**src/rtl/ascx_pkg.sv**
```systemverilog
// Purpose: constants for the async serial channel
// Assumes: plain register port, 4-bit register index
// Notes:   bit positions follow the control register layouts
package ascx_pkg;
    // register indices
    localparam logic [3:0] REG_RX_CTRL   = 4'h3;
    localparam logic [3:0] REG_MODE      = 4'h4;
    localparam logic [3:0] REG_TX_CTRL   = 4'h5;
    localparam logic [3:0] REG_SYNC_ADR  = 4'h6;
    localparam logic [3:0] REG_SYNC_FLG  = 4'h7;
    localparam logic [3:0] REG_TX_DATA   = 4'h8;
    localparam logic [3:0] REG_MISC      = 4'hA;
    localparam logic [3:0] REG_EXT_STAT  = 4'hF;
    localparam logic [3:0] REG_LINE_STAT = 4'h0;
    localparam logic [3:0] REG_SPEC_STAT = 4'h1;
    localparam logic [3:0] REG_RX_DATA   = 4'h9;
    localparam logic [3:0] REG_FLAG_EXT  = 4'hE;
    // mode_param_reg fields
    localparam int MODE_PAR_EN   = 0;
    localparam int MODE_PAR_EVEN = 1;
    localparam int MODE_STOP_LO  = 2;
    localparam int MODE_STOP_HI  = 3;
    localparam int MODE_SYNC_LO  = 4;
    localparam int MODE_SYNC_HI  = 5;
    localparam int MODE_CLK_LO   = 6;
    localparam int MODE_CLK_HI   = 7;
    // rx_control_reg fields
    localparam int RXC_EN        = 0;
    localparam int RXC_AUTO      = 5;
    localparam int RXC_LEN_LO    = 6;
    localparam int RXC_LEN_HI    = 7;
    // tx_control_reg fields
    localparam int TXC_REQ       = 1;
    localparam int TXC_EN        = 3;
    localparam int TXC_BRK       = 4;
    localparam int TXC_LEN_LO    = 5;
    localparam int TXC_LEN_HI    = 6;
    // misc / ext / flag-ext fields
    localparam int MISC_D2       = 2;
    localparam int MISC_D3       = 3;
    localparam int EXT_AUTO_REL  = 0;
    localparam int FEX_AUTO_REL  = 2;
    // line_status_reg fields
    localparam int LS_RX_AVAIL   = 0;
    localparam int LS_TX_EMPTY   = 2;
    localparam int LS_CTS        = 5;
    localparam int LS_BREAK      = 7;
    // special_rx_status_reg fields
    localparam int SS_ALL_SENT   = 0;
    localparam int SS_PAR_ERR    = 4;
    localparam int SS_FRM_ERR    = 6;
    // stop selection codes
    localparam logic [1:0] STOP_ONE  = 2'h1;
    localparam logic [1:0] STOP_HALF = 2'h2;
    localparam logic [1:0] STOP_TWO  = 2'h3;
    // sync-mode code meaning bit-oriented synchronous operation
    localparam logic [1:0] SYNC_BITOR = 2'h2;
    // reset values
    localparam logic [7:0] MODE_RST  = 8'h04;
    localparam logic [7:0] ZERO8     = 8'h00;
endpackage

```
**src/rtl/ascx_channel.sv**
```systemverilog
// Purpose: one async serial channel, transmitter and receiver
// Assumes: TRXC_EN is a one-cycle tick per transmit/receive clock edge
// Notes:   one-deep receive holding register pairs data with its status
//
// The register addresses and the plain strobed port were chosen for this implementation.
`timescale 1ns/1ps
module ascx_channel #(
    parameter int DW = 8
) (
    // clock and reset
    input  wire logic          CORE_CLK,
    input  wire logic          NRST,
    input  wire logic          CLK_EN,
    // bit clock tick
    input  wire logic          TRXC_EN,
    // register port
    input  wire logic [3:0]    REG_ADDR,
    input  wire logic [DW-1:0] REG_WDATA,
    input  wire logic          REG_WR,
    input  wire logic          REG_RD,
    output logic      [DW-1:0] REG_RDATA,
    // serial line
    input  wire logic          RXD,
    output logic               TXD,
    input  wire logic          CTS_N,
    output logic               RTS_N,
    // bit-oriented closing flag marker
    input  wire logic          FLAG_LAST_ZERO
);
    logic rst_s1_q, rst_n_q;
    always_ff @(posedge CORE_CLK or negedge NRST) begin
        if (!NRST) begin
            rst_s1_q <= 1'b0;
            rst_n_q  <= 1'b0;
        end else begin
            rst_s1_q <= 1'b1;
            rst_n_q  <= rst_s1_q;
        end
    end

    function automatic logic [6:0] factor_of(input logic [1:0] code, input logic sync);
        if (sync) begin
            factor_of = 7'h01;
        end else begin
            unique case (code)
                2'h0:    factor_of = 7'h01;
                2'h1:    factor_of = 7'h10;
                2'h2:    factor_of = 7'h20;
                default: factor_of = 7'h40;
            endcase
        end
    endfunction

    function automatic logic [3:0] bits_of(input logic [1:0] code);
        unique case (code)
            2'h0:    bits_of = 4'h5;
            2'h1:    bits_of = 4'h7;
            2'h2:    bits_of = 4'h6;
            default: bits_of = 4'h8;
        endcase
    endfunction

    ////////////////////////////////////////////////////////////////////////
    logic [7:0] rxc_q, mode_q, txc_q, misc_q, ext_q, fex_q, sadr_q, sflg_q;
    logic [7:0] txbuf_q;
    logic       txfull_q;
    logic       we;
    assign we = REG_WR && CLK_EN;
    always_ff @(posedge CORE_CLK or negedge rst_n_q) begin
        if (!rst_n_q) begin
            rxc_q  <= ascx_pkg::ZERO8;
            mode_q <= ascx_pkg::MODE_RST;
            txc_q  <= ascx_pkg::ZERO8;
            misc_q <= ascx_pkg::ZERO8;
            ext_q  <= ascx_pkg::ZERO8;
            fex_q  <= ascx_pkg::ZERO8;
            sadr_q <= ascx_pkg::ZERO8;
            sflg_q <= ascx_pkg::ZERO8;
        end else if (we) begin
            unique case (REG_ADDR)
                ascx_pkg::REG_RX_CTRL:  rxc_q  <= REG_WDATA;
                ascx_pkg::REG_MODE:     mode_q <= REG_WDATA;
                ascx_pkg::REG_TX_CTRL:  txc_q  <= REG_WDATA;
                ascx_pkg::REG_MISC:     misc_q <= REG_WDATA;
                ascx_pkg::REG_EXT_STAT: ext_q  <= REG_WDATA;
                ascx_pkg::REG_FLAG_EXT: fex_q  <= REG_WDATA;
                ascx_pkg::REG_SYNC_ADR: sadr_q <= REG_WDATA;
                ascx_pkg::REG_SYNC_FLG: sflg_q <= REG_WDATA;
                default: ;
            endcase
        end
    end

    logic is_async, is_bitor, par_en, par_even, tx_go, brk;
    logic [6:0] factor;
    assign is_async = mode_q[ascx_pkg::MODE_STOP_HI:ascx_pkg::MODE_STOP_LO] != 2'h0;
    assign is_bitor = !is_async
                      && mode_q[ascx_pkg::MODE_SYNC_HI:ascx_pkg::MODE_SYNC_LO] == ascx_pkg::SYNC_BITOR;
    assign par_en   = mode_q[ascx_pkg::MODE_PAR_EN];
    assign par_even = mode_q[ascx_pkg::MODE_PAR_EVEN];
    assign factor   = factor_of(mode_q[ascx_pkg::MODE_CLK_HI:ascx_pkg::MODE_CLK_LO], !is_async);
    assign brk      = txc_q[ascx_pkg::TXC_BRK];
    assign tx_go    = txc_q[ascx_pkg::TXC_EN]
                      && !(rxc_q[ascx_pkg::RXC_AUTO] && CTS_N);

    ////////////////////////////////////////////////////////////////////////
    // transmitter, ticks counted in whole-bit cells; 1.5 stop is sent as two stop bits
    logic [6:0]  tdiv_q;
    logic        tcell;
    logic [11:0] tsh_q;
    logic [4:0]  tleft_q;
    logic        tbusy_q, txd_q, brk_act_q, sent_q, tdrain_q;
    logic [3:0]  tlen;
    logic [7:0]  tdat;
    logic        tpar;
    logic [1:0]  tstop;
    assign tcell = TRXC_EN && (tdiv_q == factor - 7'h01 || factor == 7'h01);
    always_ff @(posedge CORE_CLK or negedge rst_n_q) begin
        if (!rst_n_q) begin
            tdiv_q <= 7'h00;
        end else if (CLK_EN && TRXC_EN) begin
            tdiv_q <= tcell ? 7'h00 : tdiv_q + 7'h01;
        end
    end

    always_comb begin
        tlen = bits_of(txc_q[ascx_pkg::TXC_LEN_HI:ascx_pkg::TXC_LEN_LO]);
        tdat = txbuf_q;
        if (tlen == 4'h5) begin
            // short characters use a leading-ones marker above the data
            if (txbuf_q[7:1] == 7'h78) tlen = 4'h1;
            else if (txbuf_q[7:2] == 6'h38) tlen = 4'h2;
            else if (txbuf_q[7:3] == 5'h18) tlen = 4'h3;
            else if (txbuf_q[7:4] == 4'h8) tlen = 4'h4;
        end
        for (int i = 0; i < 8; i++) begin
            if (i >= int'(tlen)) tdat[i] = 1'b0;
        end
        tpar  = ^tdat ^ !par_even;
        tstop = mode_q[ascx_pkg::MODE_STOP_HI:ascx_pkg::MODE_STOP_LO];
        if (tstop == ascx_pkg::STOP_HALF && factor == 7'h01) tstop = ascx_pkg::STOP_TWO;
    end

    always_ff @(posedge CORE_CLK or negedge rst_n_q) begin
        if (!rst_n_q) begin
            tsh_q     <= 12'hFFF;
            tleft_q   <= 5'h00;
            tbusy_q   <= 1'b0;
            txd_q     <= 1'b1;
            brk_act_q <= 1'b0;
            sent_q    <= 1'b1;
            tdrain_q  <= 1'b0;
        end else if (CLK_EN) begin
            if (tcell) brk_act_q <= brk;
            if (tcell && !brk_act_q && is_async) begin
                tdrain_q <= tbusy_q && tleft_q == 5'h01;
                if (tbusy_q) begin
                    txd_q <= tsh_q[0];
                    tsh_q <= {1'b1, tsh_q[11:1]};
                    tleft_q <= tleft_q - 5'h01;
                    if (tleft_q == 5'h01) begin
                        tbusy_q <= 1'b0;
                        sent_q  <= !txfull_q;
                    end
                end else if (txfull_q && tx_go) begin
                    // frame: start, data, parity, stops
                    tsh_q <= {12'hFFF} & ({3'h7, tdat, 1'b0} | (12'hFFF << (int'(tlen) + 1)));
                    if (par_en) tsh_q[tlen + 4'h1] <= tpar;
                    tleft_q <= 5'(tlen) + 5'(par_en) + 5'(tstop == ascx_pkg::STOP_ONE ? 2'h2 : 2'h3);
                    tbusy_q <= 1'b1;
                    sent_q  <= 1'b0;
                    txd_q   <= 1'b1;
                end else begin
                    txd_q <= 1'b1;
                end
            end
        end
    end
    assign TXD = brk_act_q ? 1'b0 : txd_q;

    // buffer holds one character; load happens at frame start
    logic tload;
    assign tload = tcell && !brk_act_q && is_async && !tbusy_q && txfull_q && tx_go;
    always_ff @(posedge CORE_CLK or negedge rst_n_q) begin
        if (!rst_n_q) begin
            txbuf_q  <= ascx_pkg::ZERO8;
            txfull_q <= 1'b0;
        end else if (CLK_EN) begin
            if (we && REG_ADDR == ascx_pkg::REG_TX_DATA) begin
                txbuf_q  <= REG_WDATA;
                txfull_q <= 1'b1;
            end else if (tload) begin
                txfull_q <= 1'b0;
            end
        end
    end

    ////////////////////////////////////////////////////////////////////////
    // send-request pin
    logic req_hold_q, auto_rel;
    assign auto_rel = is_bitor && ext_q[ascx_pkg::EXT_AUTO_REL] && fex_q[ascx_pkg::FEX_AUTO_REL]
                      && misc_q[ascx_pkg::MISC_D3] && !misc_q[ascx_pkg::MISC_D2];
    always_ff @(posedge CORE_CLK or negedge rst_n_q) begin
        if (!rst_n_q) begin
            req_hold_q <= 1'b0;
        end else if (CLK_EN) begin
            if (txc_q[ascx_pkg::TXC_REQ]) req_hold_q <= 1'b1;
            else if (!auto_rel || FLAG_LAST_ZERO) req_hold_q <= 1'b0;
        end
    end
    logic req_act;
    always_comb begin
        req_act = txc_q[ascx_pkg::TXC_REQ];
        if (is_async && rxc_q[ascx_pkg::RXC_AUTO] && (tbusy_q || txfull_q || tdrain_q)) req_act = 1'b1;
        if (auto_rel && req_hold_q) req_act = 1'b1;
    end
    assign RTS_N = !req_act;

    ////////////////////////////////////////////////////////////////////////
    // receiver
    typedef enum logic [1:0] {R_IDLE, R_START, R_DATA, R_XHALF} ascx_rx_e;
    ascx_rx_e    rst_q;
    logic [6:0]  rdiv_q;
    logic [3:0]  rcnt_q;
    logic [8:0]  rsh_q;
    logic [2:0]  rdly_q;
    logic        rxd_prev_q, rx_en;
    logic [3:0]  rlen, rtot;
    logic [7:0]  rxdat_q;
    logic        rxavail_q, rpe_q, rfe_q, brk_q;
    logic [6:0]  rhalf;
    logic        rsamp;
    assign rx_en = rxc_q[ascx_pkg::RXC_EN];
    assign rlen  = bits_of(rxc_q[ascx_pkg::RXC_LEN_HI:ascx_pkg::RXC_LEN_LO]);
    assign rtot  = rlen + 4'(par_en);
    assign rhalf = factor == 7'h01 ? 7'h01 : {1'b0, factor[6:1]};
    assign rsamp = (rlen >= 4'h7) ? rdly_q[2] : RXD;
    always_ff @(posedge CORE_CLK or negedge rst_n_q) begin
        if (!rst_n_q) begin
            rdly_q <= 3'h7;
        end else if (CLK_EN && TRXC_EN) begin
            rdly_q <= {rdly_q[1:0], RXD};
        end
    end

    logic [7:0] rchar;
    logic       rpar_bad;
    always_comb begin
        rchar = 8'h00;
        for (int i = 0; i < 8; i++) begin
            if (i < int'(rtot) && i < 8) rchar[i] = rsh_q[9 - int'(rtot) + i];
        end
        rpar_bad = par_en && ((^(rsh_q >> (9 - int'(rtot)))) != !par_even);
    end

    logic rdone;
    assign rdone = CLK_EN && TRXC_EN && rst_q == R_DATA && rdiv_q >= factor && rcnt_q == rtot;
    always_ff @(posedge CORE_CLK or negedge rst_n_q) begin
        if (!rst_n_q) begin
            rst_q <= R_IDLE;
            rdiv_q <= 7'h00;
            rcnt_q <= 4'h0;
            rsh_q <= 9'h000;
            rxd_prev_q <= 1'b1;
        end else if (CLK_EN && TRXC_EN) begin
            rxd_prev_q <= rsamp;
            rdiv_q <= rdiv_q + 7'h01;
            unique case (rst_q)
                R_IDLE: if (rx_en && is_async && rxd_prev_q && !rsamp) begin
                    rst_q <= R_START;
                    rdiv_q <= 7'h01;
                end
                R_START: if (rdiv_q >= rhalf) begin
                    rdiv_q <= 7'h01;
                    rcnt_q <= 4'h0;
                    rst_q <= rsamp ? R_IDLE : R_DATA;
                end
                R_DATA: if (rdiv_q >= factor) begin
                    rdiv_q <= 7'h01;
                    if (rcnt_q == rtot) begin
                        // stop sample
                        rst_q <= rsamp ? R_IDLE : R_XHALF;
                    end else begin
                        rsh_q <= {rsamp, rsh_q[8:1]};
                        rcnt_q <= rcnt_q + 4'h1;
                    end
                end
                R_XHALF: if (rdiv_q >= rhalf) rst_q <= R_IDLE;
            endcase
        end
    end

    logic fe_now, null_now;
    assign fe_now   = rdone && !rsamp;
    assign null_now = fe_now && rchar == 8'h00;
    always_ff @(posedge CORE_CLK or negedge rst_n_q) begin
        if (!rst_n_q) begin
            brk_q <= 1'b0;
        end else if (CLK_EN) begin
            if (null_now) brk_q <= 1'b1;
            else if (brk_q && TRXC_EN && rsamp) brk_q <= 1'b0;
        end
    end

    logic rd_data;
    assign rd_data = REG_RD && CLK_EN && REG_ADDR == ascx_pkg::REG_RX_DATA;
    always_ff @(posedge CORE_CLK or negedge rst_n_q) begin
        if (!rst_n_q) begin
            rxdat_q <= ascx_pkg::ZERO8;
            rxavail_q <= 1'b0;
            rpe_q <= 1'b0;
            rfe_q <= 1'b0;
        end else if (CLK_EN) begin
            if (rdone && !(brk_q && rchar == 8'h00)) begin
                rxdat_q <= rchar;
                rxavail_q <= 1'b1; // new character wins over read
                rpe_q <= rpar_bad;
                rfe_q <= fe_now && !null_now;
            end else if (rd_data) begin
                rxavail_q <= 1'b0;
                rfe_q <= 1'b0;
            end
        end
    end

    ////////////////////////////////////////////////////////////////////////
    always_ff @(posedge CORE_CLK or negedge rst_n_q) begin
        if (!rst_n_q) begin
            REG_RDATA <= ascx_pkg::ZERO8;
        end else if (CLK_EN) begin
            REG_RDATA <= ascx_pkg::ZERO8;
            if (REG_RD) begin
                unique case (REG_ADDR)
                    ascx_pkg::REG_LINE_STAT: begin
                        REG_RDATA[ascx_pkg::LS_RX_AVAIL] <= rxavail_q;
                        REG_RDATA[ascx_pkg::LS_TX_EMPTY] <= !txfull_q;
                        REG_RDATA[ascx_pkg::LS_CTS]      <= !CTS_N;
                        REG_RDATA[ascx_pkg::LS_BREAK]    <= brk_q;
                    end
                    ascx_pkg::REG_SPEC_STAT: begin
                        REG_RDATA[ascx_pkg::SS_ALL_SENT] <= sent_q && !txfull_q;
                        REG_RDATA[ascx_pkg::SS_PAR_ERR]  <= rpe_q;
                        REG_RDATA[ascx_pkg::SS_FRM_ERR]  <= rfe_q;
                    end
                    ascx_pkg::REG_RX_DATA:  REG_RDATA <= rxdat_q;
                    ascx_pkg::REG_RX_CTRL:  REG_RDATA <= rxc_q;
                    ascx_pkg::REG_MODE:     REG_RDATA <= mode_q;
                    ascx_pkg::REG_TX_CTRL:  REG_RDATA <= txc_q;
                    ascx_pkg::REG_MISC:     REG_RDATA <= misc_q;
                    ascx_pkg::REG_EXT_STAT: REG_RDATA <= ext_q;
                    ascx_pkg::REG_FLAG_EXT: REG_RDATA <= fex_q;
                    default: ;
                endcase
            end
        end
    end
endmodule

```
**config.mk**
```make
export PLATFORM = sky130hd
export DESIGN_NAME = ascx_channel
export DESIGN_NICKNAME = d
export VERILOG_FILES = /design/src/rtl/ascx_pkg.sv /design/src/rtl/ascx_channel.sv
export SDC_FILE = /design/constraint.sdc
export NUM_CORES = 1
export LEC_CHECK = 0
export BUFFER_PORTS_ARGS = -buffer_cell sky130_fd_sc_hd__buf_2
export CORE_ASPECT_RATIO = 0.9
export CORE_UTILIZATION = 30
export DETAILED_ROUTE_END_ITERATION = 6
export GPL_ROUTABILITY_DRIVEN = 0
export PLACE_DENSITY = 0.5
export SLEW_MARGIN = 0
export SYNTH_ARGS = -nofsm -noshare
export SYNTH_HDL_FRONTEND = slang
export SYNTH_SLANG_ARGS = --single-unit
```
**constraint.sdc**
```tcl
create_clock -name CORE_CLK -period 3.8 [get_ports CORE_CLK]
set_clock_uncertainty 0.15 [all_clocks]
set_input_delay 0.76 -clock CORE_CLK [delete_from_list [all_inputs] [get_ports CORE_CLK]]
set_output_delay 0.76 -clock CORE_CLK [all_outputs]
set_load 0.01 [all_outputs]
```
**Yosys cells after proc, flatten, opt, wreduce, memory -nomap -nowiden**

Cells that the tools add are included.
Widths: inputs -> output; s select.

- Flip-flop bits (word level): 135
- Input bits: 21
- Output and inout port bits: 10
- Word-level logic and storage cells: 318

- Add/subtract/negate cells: 18
- $lt $le $gt $ge: 29
- Eq/ne operators: 38
- Shifts and indexed selects: 2
- Muxes and demuxes: 106
- Bitwise logic cells: 3
- Reduce and logical (&&, ||, !) cells: 91

Operator list:

| operator | number |
|---|---|
| $lt 32x6->1 const B | 8 |
| $add 32x4->32 const B | 4 |
| $add 32x3->32 const B | 2 |
| $mux 1 | 54 |
| $pmux 7 s3 | 2 |
| $logic_and 1x1->1 | 40 |
| $pmux 1 s8 | 5 |
| $mux 12 | 3 |
| $mux 7 | 5 |
| $add 32x2->32 const B | 1 |
| $bmux 1 s4 | 8 |
| $mux 4 | 8 |
| $shr 9x32->9 | 1 |
| $reduce_and 2->1 | 14 |
| $eq 4x4->1 const B | 6 |
| $pmux 4 s3 | 2 |
| $ge 3x4->1 const A | 4 |
| $lt 3x4->1 const A | 4 |
| $mux 2 | 8 |
| $add 7x1->7 const B | 2 |
| $eq 2x2->1 const B | 7 |
| $pmux 1 s7 | 2 |
| $reduce_bool 2->1 | 7 |
| $logic_not 1->1 | 13 |
| other kinds (53) | 77 |

**Depth between registers and ports, before layout**

Gate-level depths: netlist of the first run.

- Depth in word-level cells: 16
- Mapped depth: 22

**Worst setup path after synthesis of the first run**

Ideal clock, no wire load.

- Kind: reg2reg
- From: register rxc_q[6]
- To: register rxdat_q[1]
- Setup time: 125 ps
- Arrival: 4,676 ps
- Data required time: 3,525 ps
- Path slack: -1,150 ps
- Cell stages (with the launch flop): 19
- Path buffers: 2
- Period minus slack after synthesis: 4,950 ps
- Cell sequence: dfrtp_1 inv_1 ha_1 nor2_1 nor2_1 ha_1 inv_1 fa_1 buf_2 inv_1 ha_1 clkbuf_1 xor2_1 mux2_2 nand3_1 a21oi_1 or4_4 o31ai_4 mux2_2

- Longest elaborated chain between the ends: 14
- Elaborated cells between the ends (all ways): 60

Ends and longest elaborated chain:

| item | RTL line | source |
|---|---|---|
| start: declaration | ascx_channel.sv:64 | `logic [7:0] rxc_q, mode_q, txc_q, misc_q, ext_q, fex_q, sadr_q, sflg_q;` |
| start signal: assignment | ascx_channel.sv:71 | `rxc_q <= ascx_pkg::ZERO8;` |
| $eq 2x2->1 (tied with other cells) | ascx_channel.sv:55 | `unique case (code)` |
| $pmux 4 s3 * | ascx_channel.sv:55 |  |
| $add 4x1->4 * | ascx_channel.sv:235 | `assign rtot = rlen + 4'(par_en);` |
| $sub 4x4->5 | ascx_channel.sv:251 | `if (i < int'(rtot) && i < 8) rchar[i] = rsh_q[9 - int'(rtot) + i];` |
| $add 32x2->32 (tied with other cells) | ascx_channel.sv:251 |  |
| $bmux 1 s4 | ascx_channel.sv:251 |  |
| $mux 1 (not written as such) (2 in a row) | ascx_channel.sv:251 |  |
| $mux 1 | ascx_channel.sv:251 |  |
| $logic_not 8->1 | ascx_channel.sv:314 | `if (rdone && !(brk_q && rchar == 8'h00)) begin` |
| $logic_and 1x1->1 | ascx_channel.sv:314 |  |
| $logic_not 1->1 | ascx_channel.sv:314 |  |
| $logic_and 1x1->1 | ascx_channel.sv:314 |  |
| $reduce_and 2->1 (no line) | -- |  |
| end signal: assignment | ascx_channel.sv:309 | `rxdat_q <= ascx_pkg::ZERO8;` |
| end signal: assignment | ascx_channel.sv:315 | `rxdat_q <= rchar;` |
| end: declaration | ascx_channel.sv:229 | `logic [7:0] rxdat_q;` |

Every way passes the cells marked *; elsewhere a longest branch is shown, timed or not. The select of a mux whose other input is x is not followed.
A chain may end at the register's enable or synchronous reset.

**Final worst setup path of the first run**

Same ends and word-level chain as after synthesis.

==> results of run 1 <==
power by group through the flow:
stage | Sequential, mW | Clock [mW] | Combinational [mW]
4_1_cts | 2.17 | 1.70 | 4.23
6_report | 2.18 | 1.66 | 4.34
2_1_floorplan | 2.06 | 0 | 2.70
3_3_place_gp | 2.20 | 0 | 3.94
5_1_grt | 2.24 | 1.76 | 4.75
3_5_place_dp | 2.19 | 0 | 3.96
layout make-up:
| type | count | share of cell area |
|---|---|---|
| Inverter | 42 | 0.01488 |
| Clock buffer | 18 | 0.04048 |
| Multi-Input combinational cell | 677 | 0.4772 |
| Timing Repair Buffer | 149 | 0.09908 |
| Sequential cell | 135 | 0.3141 |
| Clock inverter | 14 | 0.01280 |
| Tap cell | 360 | 0.04152 |
cell usage after synthesis (all sizes together) (5+ instances only):
library cell | n | share of area
a211oi | 7 | 0.0060
a21boi | 6 | 0.0052
a21o | 5 | 0.0043
a21oi | 38 | 0.022
a222oi | 9 | 0.010
a22oi | 11 | 0.0095
a31oi | 11 | 0.0079
and2 | 9 | 0.0065
and3 | 16 | 0.011
and4 | 5 | 0.0050
buf | 12 | 0.0093
clkbuf | 36 | 0.016
dfrtp | 116 | 0.33
dfstp | 19 | 0.057
ha | 43 | 0.062
inv | 42 | 0.018
mux2 | 72 | 0.093
mux2i | 16 | 0.018
mux4 | 6 | 0.016
nand2 | 101 | 0.044
nand2b | 9 | 0.0065
nand3 | 30 | 0.018
nand3b | 10 | 0.0086
nand4 | 9 | 0.0065
nor2 | 40 | 0.017
nor2b | 19 | 0.014
nor3 | 17 | 0.0098
nor4 | 6 | 0.0043
o211ai | 5 | 0.0043
o21ai | 57 | 0.033
o22ai | 12 | 0.0086
o31ai | 6 | 0.0068
or2 | 5 | 0.0036
xnor2 | 13 | 0.013
xor2 | 14 | 0.014
cell families after synthesis:
group	count (synthesis)	share of synthesized area
DFF	135	0.3905
AOI/OAI and AO/OA	213	0.1666
buffers and inverters	90	0.04294
and+or+nand+nor	295	0.1735
adders and majority gates	45	0.06635
muxes	94	0.1274
other	1	0.0004304
xor gates and xnor gates	29	0.03231
metrics by stage:
| step | TNS [ns] | hold WS, ns | cell area, sq um | instances |
|---|---|---|---|---|
| 3_5_place_dp | -8.116 | 0.1926 | 10010 | 1348 |
| 5_1_grt | -6.793 | 0.2261 | 10850 | 1395 |
| 6_report | -5.127 | 0.2029 | 10850 | 1395 |
| 2_1_floorplan | -7.762 | 0.1811 | 8846 | 902 |
| 4_1_cts | -5.639 | 0.2052 | 10750 | 1390 |
| 3_3_place_gp | -7.104 | 0.1873 | 10010 | 1348 |
per-layer routing:
metal / vias to the layer above / global-route usage
met2: 162 / 0.2724
met4: 0 / 0.04622
li1: 3538 / -
met5: - / 0
met1: 3638 / 0.2414
met3: 22 / 0.03300
timing repair:
action,CTS,global route
pin swaps,3,7
endpoints found under the setup margin,16,24
hold endpoints to repair,2,0
setup buffers,9,5
hold buffers,1,0
resized for setup,18,13
flip-flops by register name, summed over array words and instances (netlist names), 2 cells and up:
signal / count
REG_RDATA: 8
ext_q: 8
fex_q: 8
misc_q: 8
mode_q: 8
rcnt_q: 4
rdiv_q: 7
rdly_q: 3
rsh_q: 9
rst_q: 2
rxc_q: 8
rxdat_q: 8
tdiv_q: 7
tleft_q: 5
tsh_q: 12
txbuf_q: 8
txc_q: 8
final timing paths:
check / start / end / slack [ns] / cells past startpoint
worst max-delay path: rxc_q[6]$_DFFE_PN0P_ / rxdat_q[1]$_DFFE_PN0P_ / -0.50 / 15
worst min-delay path: rst_s1_q$_DFF_PN0_ / rst_n_q$_DFF_PN0_ / 0.20 / 0
min in group asynchronous: rst_n_q$_DFF_PN0_ / rcnt_q[3]$_DFFE_PN0P_ / 0.27 / 0
worst max register to register: rxc_q[6]$_DFFE_PN0P_ / rxdat_q[1]$_DFFE_PN0P_ / -0.50 / 15
worst min register to register: rst_s1_q$_DFF_PN0_ / rst_n_q$_DFF_PN0_ / 0.20 / 0
max in group asynchronous: rst_n_q$_DFF_PN0_ / tsh_q[4]$_DFFE_PN1P_ / 2.39 / 1
==> summary.md, run 1 <==
| Metric | Value |
|---|---|
| Register share of total power | 0.266 |
| Final hold vios | 0 |
| Post-synth EDFFs | 0 |
| Area occupied by multi-input gates | 5176 sq um |
| Synth-to-layout area growth | 24.52% |
| CP Buf/Inv Count | 3 |
| TritonCTS Buffers | 17 |
| Synthesized area per cell | 9.659 sq um |
| Antenna viol nets, final | 0 |
| Detailed Routing Iterations Pass 1 | 6 |
| H-tree depth | 4 |
| Leakage power | approximately 4.8 nW |
| Worst path top cell family by delay | adder cells |
| Core Area | 28230 sq um |
| Overflow after GRT | 0 |
| Die width | roughly 180 um |
| Worst Path Class, Setup | reg2reg |
| Clock-pin slew of the registers on the worst-case setup and hold paths | 0.06 ns |
| Max layer used | met4 |
| CP Data Required Time | around 4.0 ns |
| Post-layout util | 0.3843 |
| Seq/Total Area, Yosys | 0.3905 |
| CTS max path bufs | 2 |
| Slew HR | 0.4710 |
| DRT iter0 DRCs | 599 |
| P_sw | roughly 3.2 mW |
| Total power | roughly 8.2 mW |
| RSZ-0062 raised after global routing | yes |
| Failing checks | negative setup slack |
| Ant. Diodes | 0 |
| GRT Total Usage | 0.1729 |
| Skew-Pair Late Insertion Delay | approximately 0.44 ns |
| Top FF cell, synth | dfrtp_1 |
| Syn_nets | 968 |
| Clock group share of total power | 0.203 |
| Cells after Synth | approximately 900 |
| Fin nets | 1088 |
| Period utilization | 1.130 |
| Register bit total from synthesis | 135 |
| Ports | 31 |
| Vias | 7360 |
| Mapped cell area | 8712 sq um |
| Starting Density | 0.3086 |
| Drc violations | 0 |
| M1 WL | 12100 um |
| Fill count | 2781 |
| Min Tclk post-route | 4.295 ns |
| WL final | 24740 um |
| # rows | 58 |
| Setup WS pre-CTS | -0.7563 ns |
| DR WL/cell | 17.74 um |
| Status | finished, violations left |
| Worst-path maximum fanout | 7 |
| Detail Placement HPWL | 17930 um |
| Max Cap Viol | 0 |
| Maximum clock rate | between 200 and 250 MHz |
| Most common cell after layout, fill and taps aside | buf_4 |
| Endpoints failing setup | 12 |
| Largest net degree at the start of global routing | 59 |
| Slowest-stage cell, CP | fa_2 |
| CP arrival | 4.47 ns |
| Initial antenna violation count | 0 |
| Worst hold path class | reg2reg |
| VDD IR-drop max | 386.2 uV |
| Clock sinks | 135 |
| Register Area | around 3400 sq um |
| Final count of pins violating max slew | 0 |
| Asr flop ratio synth | 1.000 |
| Die area | 29730 sq um |
| Pwr per Cell Area | approximately 750 nW/um^2 |
| CTS tree | yes |
| Vias per Instance | roughly 5.3 |
| YS warnings | 0 |
| Sw frac | 0.3961 |
| WL met2 | between 10000 and 15000 um |
| Crit-path cells | ha_1 > nor2_4 > ha_4 > inv_2 > fa_2 > clkinvlp_4 > ha_4 > mux4_2 > mux2_4 > nand3_2 > a21oi_2 > or4_4 > o31ai_4 > buf_12 > mux2_4 |
| Power Internal | 4.936 mW |
| Startpoint class of the critical path | register |
| I/O Buffers | 30 |
| Met3 wire len | 1030 um |
| CP endpoint kind | register |
| Global-route wire length before repair | 39960 um |
| Worst Tran Pin Value | 0.7935 ns |
| Vias in the first global route | 7234 |
| Synth cell types | 82 |
| Commonest cells after routing, fill and taps aside | 115 x buf_4, 114 x dfrtp_1, 101 x nand2_1 |
| Slowest cell delay on critical path | 0.59 ns |
| Gate power share | 0.530 |
| Final setup margin | -0.4953 ns |
| Chip Height | 163.7 um |
| Root Buffer | clkbuf_16 |
| Layout cell share with drive strength beyond 1 | 0.3111 |
No activity file was read; power rests on OpenSTA's default activity.
==> inputs of run 2 (changes only) <==
CORE_UTILIZATION = 57   (was 30)
PLACE_DENSITY = 0.8   (was 0.5)
==> run 2 against run 1 <==
  * Sequential share of layout area up 0.81 points
  * Sequential power hardly changed
  * The run still ends with negative setup slack left
  * Maximum frequency decreased by 2.0%
==> summary.md, run 2 (synthesized netlist as in run 1, its figures left out) <==
| Metric | Value |
|---|---|
| Ant. Diodes | 0 (unchanged) |
| Max reg flops | 12 (unchanged) |
| Reg2reg end | rxdat_q[6]$_DFFE_PN0P_ |
| Worst path top cell family by delay | adder cells |
| Biggest regs | tsh_q x12, rsh_q x9 |
| Endpoints failing setup | 12 (unchanged) |
| Final count of pins violating max slew | 0 (unchanged) |
| I/O Buffers | 30 (unchanged) |
| Global-route wire length before repair | 38510 um (-3.6%) |
| Hold_ws | 0.1467 ns (-0.05615 ns) |
| Antenna viol nets, final | 0 (unchanged) |
| Post-route insts no fill | 1216 (-13%) |
| RSZ-0062 raised after global routing | yes |
| Starting Density | 0.5879 (+0.2793) |
| Biggest register | tsh_q |
| Status | finished, violations left |
| CTS max path bufs | 2 (unchanged) |
| Failing checks | negative setup slack |
| Placed Cells | 1168 (-13%) |
| Reg2Reg Depth | 17 (+2) |
| CP most frequent cell | ha_4 |
| CP arrival | 4.54 ns (+0.07 ns) |
| Period utilization | 1.153 (+0.02291) |
| Slowest-stage cell, CP | fa_2 |
| Clock-pin slew of the registers on the worst-case setup and hold paths | 0.06 ns (about the same) |
| Detail Placement HPWL | 16000 um (-11%) |
| GRT Total Usage | 0.3122 (+0.1393) |
| Drc violations | 0 (unchanged) |
| CTS tree | yes |
| Ports | 31 (unchanged) |
| CP Buf/Inv Count | 5 (+2) |
| Setup TNS | -6.225 ns (-1.098 ns) |
| Min Tclk post-route | 4.382 ns (+0.08707 ns) |
| H-tree depth | 4 (unchanged) |
| Slew HR | 0.5280 (+0.05693) |
| Initial antenna violation count | 0 (unchanged) |
| Fin nets | 1071 (-1.6%) |
| Max Cap Viol | 0 (unchanged) |
| Vias in the first global route | 7398 (+2.3%) |
| Worst hold path class | reg2async |
| Overflow after GRT | 0 (unchanged) |
| Startpoint class of the critical path | register |
| Vias per Instance | 6.351 (+20%) |
| Die area | 15780 sq um (-47%) |
| CP Data Required Time | 3.96 ns (about the same) |
| Setup WS pre-CTS | -0.8025 ns (-0.04616 ns) |
| Most common cell after layout, fill and taps aside | dfrtp_1 |
| Maximum clock rate | 228.2 MHz (-2.0%) |
| Final setup margin | -0.5823 ns (-0.08707 ns) |
| Reg2reg setup slack | -0.58 ns (-0.09 ns) |
| Worst Tran Pin Value | 0.7016 ns (-0.09187 ns) |
| Total power | 8.244 mW (+0.87%) |
| Largest net degree at the start of global routing | 59 (unchanged) |
| TritonCTS Buffers | 17 (unchanged) |
| WL final | 24020 um (-2.9%) |
| Leakage power | 4.734 nW (-1.4%) |
| Root Buffer | clkbuf_16 |
| Clock sinks | 135 (unchanged) |
| Vias | 7723 (+4.9%) |
| Placed instance area | 9661 sq um (-3.5%) |
| Crit-path cells | inv_2 > ha_4 > nor2_4 > nor2_4 > ha_4 > inv_2 > fa_2 > clkinvlp_4 > ha_4 > mux4_2 > buf_4 > mux2i_1 > a311oi_1 > or4_4 > o31ai_4 > buf_6 > mux2_4 |
| Layout cell share with drive strength beyond 1 | 0.3035 (-0.007575) |
| Die width | 132.3 um (-27%) |
| Post-layout util | 0.7137 (+0.3294) |
| Worst Path Class, Setup | reg2reg |
| Detailed Routing Iterations Pass 1 | 7 (+1) |
| Final hold vios | 0 (unchanged) |
| VDD IR-drop max | 497.6 uV (+29%) |
| Slowest cell delay on critical path | 0.60 ns (about the same) |
| Pwr per Cell Area | 779.5 nW/um^2 (+3.5%) |
| # rows | 42 (-28%) |
| Worst-path maximum fanout | 5 (-2) |
| DRT iter0 DRCs | 844 (+41%) |
| Chip Height | 119.3 um (-27%) |
| CP endpoint kind | register |
| Synth-to-layout area growth | 21.40% |
| Core Area | 14820 sq um (-48%) |
| Commonest cells after routing, fill and taps aside | 114 x dfrtp_1, 101 x nand2_1, 95 x buf_4 |
| DR WL/cell | 19.75 um (+11%) |
| Skew-Pair Late Insertion Delay | 0.43 ns (about the same) |
| Design area | 10580 sq um (-2.5%) |
| Worst r2r src | rxc_q[7]$_DFFE_PN0P_ |
==> run 2: what timing repair did <==
action	in CTS	in global routing
hold endpoints to repair	2	0
hold buffers	1	0
buffers inserted	7	7
pin swaps	8	21
gates cloned	0	1
endpoints found under the setup margin	20	33
resized for setup	14	31
==> run 2: layout make-up <==
class                   count  area (sq um)
well taps                 198         247.7
repair buffers            132         952.2
flip-flops and latches    135          3407
inverters                  42         161.4
multi-input cells         677          5204
clock inverters            15         178.9
fillers                  1042          4243
clock buffers              17         425.4
==> run 2: how the worst max path moves through the flow <==
stage	from	to	slack, ns	cells past startpoint
after floorplan	rxc_q[7]$_DFFE_PN0P_	rxdat_q[1]$_DFFE_PN0P_	-0.73	18
after global placement	rxc_q[6]$_DFFE_PN0P_	rpe_q$_DFFE_PN0P_	-0.61	18
after detailed placement	rxc_q[6]$_DFFE_PN0P_	rpe_q$_DFFE_PN0P_	-0.80	18
after CTS	rxc_q[6]$_DFFE_PN0P_	rxdat_q[6]$_DFFE_PN0P_	-0.59	17
after global routing	rxc_q[7]$_DFFE_PN0P_	rxdat_q[5]$_DFFE_PN0P_	-0.73	17
final	rxc_q[7]$_DFFE_PN0P_	rxdat_q[6]$_DFFE_PN0P_	-0.58	17
==> run 2: routing by layer <==
metal,vias up,share of wire,global-route usage
met3,65,0.078,0.06471
met2,381,0.48,0.5106
met5,-,0,0
met1,3767,0.41,0.4114
met4,0,0.028,0.1121
li1,3510,-,-
==> run 2: power breakdown <==
group,internal (mW),switching (mW)
Clock,0.991,0.698
Sequential,1.81,0.386
Combinational,2.17,2.19
Total,4.97,3.28
==> inputs of run 3 (changes only) <==
RECOVER_POWER = 25   (was not set)
==> run 3 against run 2 <==
  * The flow still finishes with violations (negative setup slack)
  * Wire length increased by 0.32%
  * Largest cell class unchanged
  * Clock power about the same
  * Sequential share of layout area about the same
  * First-iteration DRC count decreased by 13%
  * Non-clock buffer count unchanged
  * Worst hold slack improved by 0.057 ns
  * Worst setup slack about the same
  * Cell count unchanged
  * Maximum frequency about the same
==> summary.md, run 3 (synthesized netlist as in run 1, its figures left out) <==
| Metric | Value |
|---|---|
| Min Tclk post-route | 4.383 ns (+0.0004340 ns) |
| VDD IR-drop max | 499.9 uV (+0.46%) |
| Root Buffer | clkbuf_16 |
| CP arrival | 4.54 ns (about the same) |
| Worst-path maximum fanout | 5 (unchanged) |
| CP Data Required Time | 3.96 ns (about the same) |
| Clock sinks | 135 (unchanged) |
| Fin nets | 1071 (unchanged) |
| DR WL/cell | 19.81 um (+0.32%) |
| Layout cell share with drive strength beyond 1 | 0.3016 (-0.001965) |
| Max Cap Viol | 0 (unchanged) |
| Slowest-stage cell, CP | fa_2 |
| Chip Height | 119.3 um (unchanged) |
| Vias per Instance | 6.358 (+0.10%) |
| Max reg flops | 12 (unchanged) |
| Initial antenna violation count | 0 (unchanged) |
| Vias | 7731 (+0.10%) |
| Status | finished, violations left |
| Ant. Diodes | 0 (unchanged) |
| Setup WS pre-CTS | -0.8025 ns (unchanged) |
| Hold wc startpoint | rst_s1_q$_DFF_PN0_ |
| Failing checks | negative setup slack |
| Final setup margin | -0.5828 ns (-0.0004340 ns) |
| Starting Density | 0.5879 (unchanged) |
| H-tree depth | 4 (unchanged) |
| Die width | 132.3 um (unchanged) |
| Worst r2r src | rxc_q[7]$_DFFE_PN0P_ |
| Final hold vios | 0 (unchanged) |
| Post-route insts no fill | 1216 (unchanged) |
| GRT Total Usage | 0.3122 (unchanged) |
| Core Area | 14820 sq um (unchanged) |
| CP most frequent cell | ha_4 |
| Die area | 15780 sq um (unchanged) |
| Design area | 10560 sq um (-0.19%) |
| TritonCTS Buffers | 17 (unchanged) |
| Register Area | 3403 sq um (-0.11%) |
| Detailed Routing Iterations Pass 1 | 5 (-2) |
| Setup TNS | -6.243 ns (-0.01828 ns) |
| Placed Cells | 1168 (unchanged) |
| Worst hold path class | reg2reg |
| End of the worst hold path | rst_n_q$_DFF_PN0_ |
| Antenna viol nets, final | 0 (unchanged) |
| Period utilization | 1.153 (about the same) |
| Maximum clock rate | 228.2 MHz (about the same) |
| Drc violations | 0 (unchanged) |
| Overflow after GRT | 0 (unchanged) |
| Worst Tran Pin Value | 1.455 ns (+0.7532 ns) |
| CP endpoint kind | register |
| Crit-path cells | inv_2 > ha_4 > nor2_4 > nor2_4 > ha_4 > inv_2 > fa_2 > clkinvlp_4 > ha_4 > mux4_2 > mux2_4 > nand3_2 > a21oi_2 > or4_4 > o31ai_4 > buf_6 > mux2_4 |
| Reg2reg end | rxdat_q[6]$_DFFE_PN0P_ |
| Most common cell after layout, fill and taps aside | dfrtp_1 |
| Pwr per Cell Area | 781.1 nW/um^2 (+0.20%) |
| Worst Hold Depth | 0 |
| Clock-pin slew of the registers on the worst-case setup and hold paths | 0.06 ns (about the same) |
| Final count of pins violating max slew | 0 (unchanged) |
| Reg2reg setup slack | -0.58 ns (about the same) |
| Slew HR | 0.03012 (-0.4978) |
| Largest net degree at the start of global routing | 59 (unchanged) |
| Fill count | 1047 (+0.48%) |
| WL final | 24100 um (+0.32%) |
| Startpoint class of the critical path | register |
| Global-route wire length before repair | 38510 um (unchanged) |
| I/O Buffers | 30 (unchanged) |
| Ports | 31 (unchanged) |
| RSZ-0062 raised after global routing | yes |
| DRT iter0 DRCs | 732 (-13%) |
| Leakage power | 4.727 nW (-0.15%) |
| # rows | 42 (unchanged) |
| Endpoints failing setup | 12 (unchanged) |
| Commonest cells after routing, fill and taps aside | 115 x dfrtp_1, 101 x nand2_1, 95 x buf_4 |
| Placed instance area | 9661 sq um (unchanged) |
| Detail Placement HPWL | 16000 um (unchanged) |
| CTS tree | yes |
| Hold_ws | 0.2041 ns (+0.05732 ns) |
| Area occupied by multi-input gates | 5204 sq um (unchanged) |
| Skew-Pair Late Insertion Delay | 0.43 ns (about the same) |
| Biggest regs | tsh_q x12, rsh_q x9 |
| CTS max path bufs | 2 (unchanged) |
| Synth-to-layout area growth | 21.17% |
| Vias in the first global route | 7398 (unchanged) |
| Biggest register | tsh_q |
| Reg2Reg Depth | 17 (unchanged) |
| Slowest cell delay on critical path | 0.60 ns (about the same) |
| Worst Path Class, Setup | reg2reg |
## run 3: cell type report
class                      count  area share
multi-input combinational    677      0.4929
timing repair buffer         132     0.08866
clock inverter                15     0.01695
inverter                      42     0.01529
tap                          198     0.02347
clock buffer                  17     0.04030
sequential                   135      0.3224
## run 3: how the worst max path moves through the flow
stage / start / to / slack, ns
final: rxc_q[7]$_DFFE_PN0P_ / rxdat_q[6]$_DFFE_PN0P_ / -0.58
after global routing: rxc_q[7]$_DFFE_PN0P_ / rxdat_q[5]$_DFFE_PN0P_ / -0.73
after CTS: rxc_q[6]$_DFFE_PN0P_ / rxdat_q[6]$_DFFE_PN0P_ / -0.59
after detailed placement: rxc_q[6]$_DFFE_PN0P_ / rpe_q$_DFFE_PN0P_ / -0.80
after global placement: rxc_q[6]$_DFFE_PN0P_ / rpe_q$_DFFE_PN0P_ / -0.61
after floorplan: rxc_q[7]$_DFFE_PN0P_ / rxdat_q[1]$_DFFE_PN0P_ / -0.73
## run 3: critical path: cells and delay by family, from the launching register on
family	cells	cell delay, ns
compound gates	2	0.27
fa+ha+maj	4	1.24
buf+inv	4	0.53
flops	1	0.40
mux	3	0.90
simple gates	4	0.77
## run 3: stage by stage
step	util	power, mW
after floorplan	-	4.757
after global placement	0.6519	5.979
after detailed placement	0.6519	6.097
after CTS	0.7013	7.968
after global routing	0.7123	8.709
final	0.7123	8.245
## run 3: report_power, final
part	switching (mW)	internal [mW]	total [mW]	leakage, nW
combinational	2.20	2.17	4.37	2.72
clock	0.695	0.992	1.69	0.295
sequential	0.387	1.80	2.19	1.71
## run 3: timing repair
action | 4_1_cts | 5_1_grt
hold endpoints to repair | 2 | 0
endpoints found under the setup margin | 20 | 33
hold buffers | 1 | 0
cloned | 0 | 1
pin swaps | 8 | 21
setup buffers | 7 | 7
gates resized for setup | 14 | 31
## run 3: routing by layer
metal / part of all wire / vias up / GRT usage
li1: - / 3514 / -
met1: 0.42 / 3803 / 0.4114
met2: 0.48 / 353 / 0.5106
met3: 0.071 / 61 / 0.06471
met4: 0.027 / 0 / 0.1121
met5: 0 / - / 0
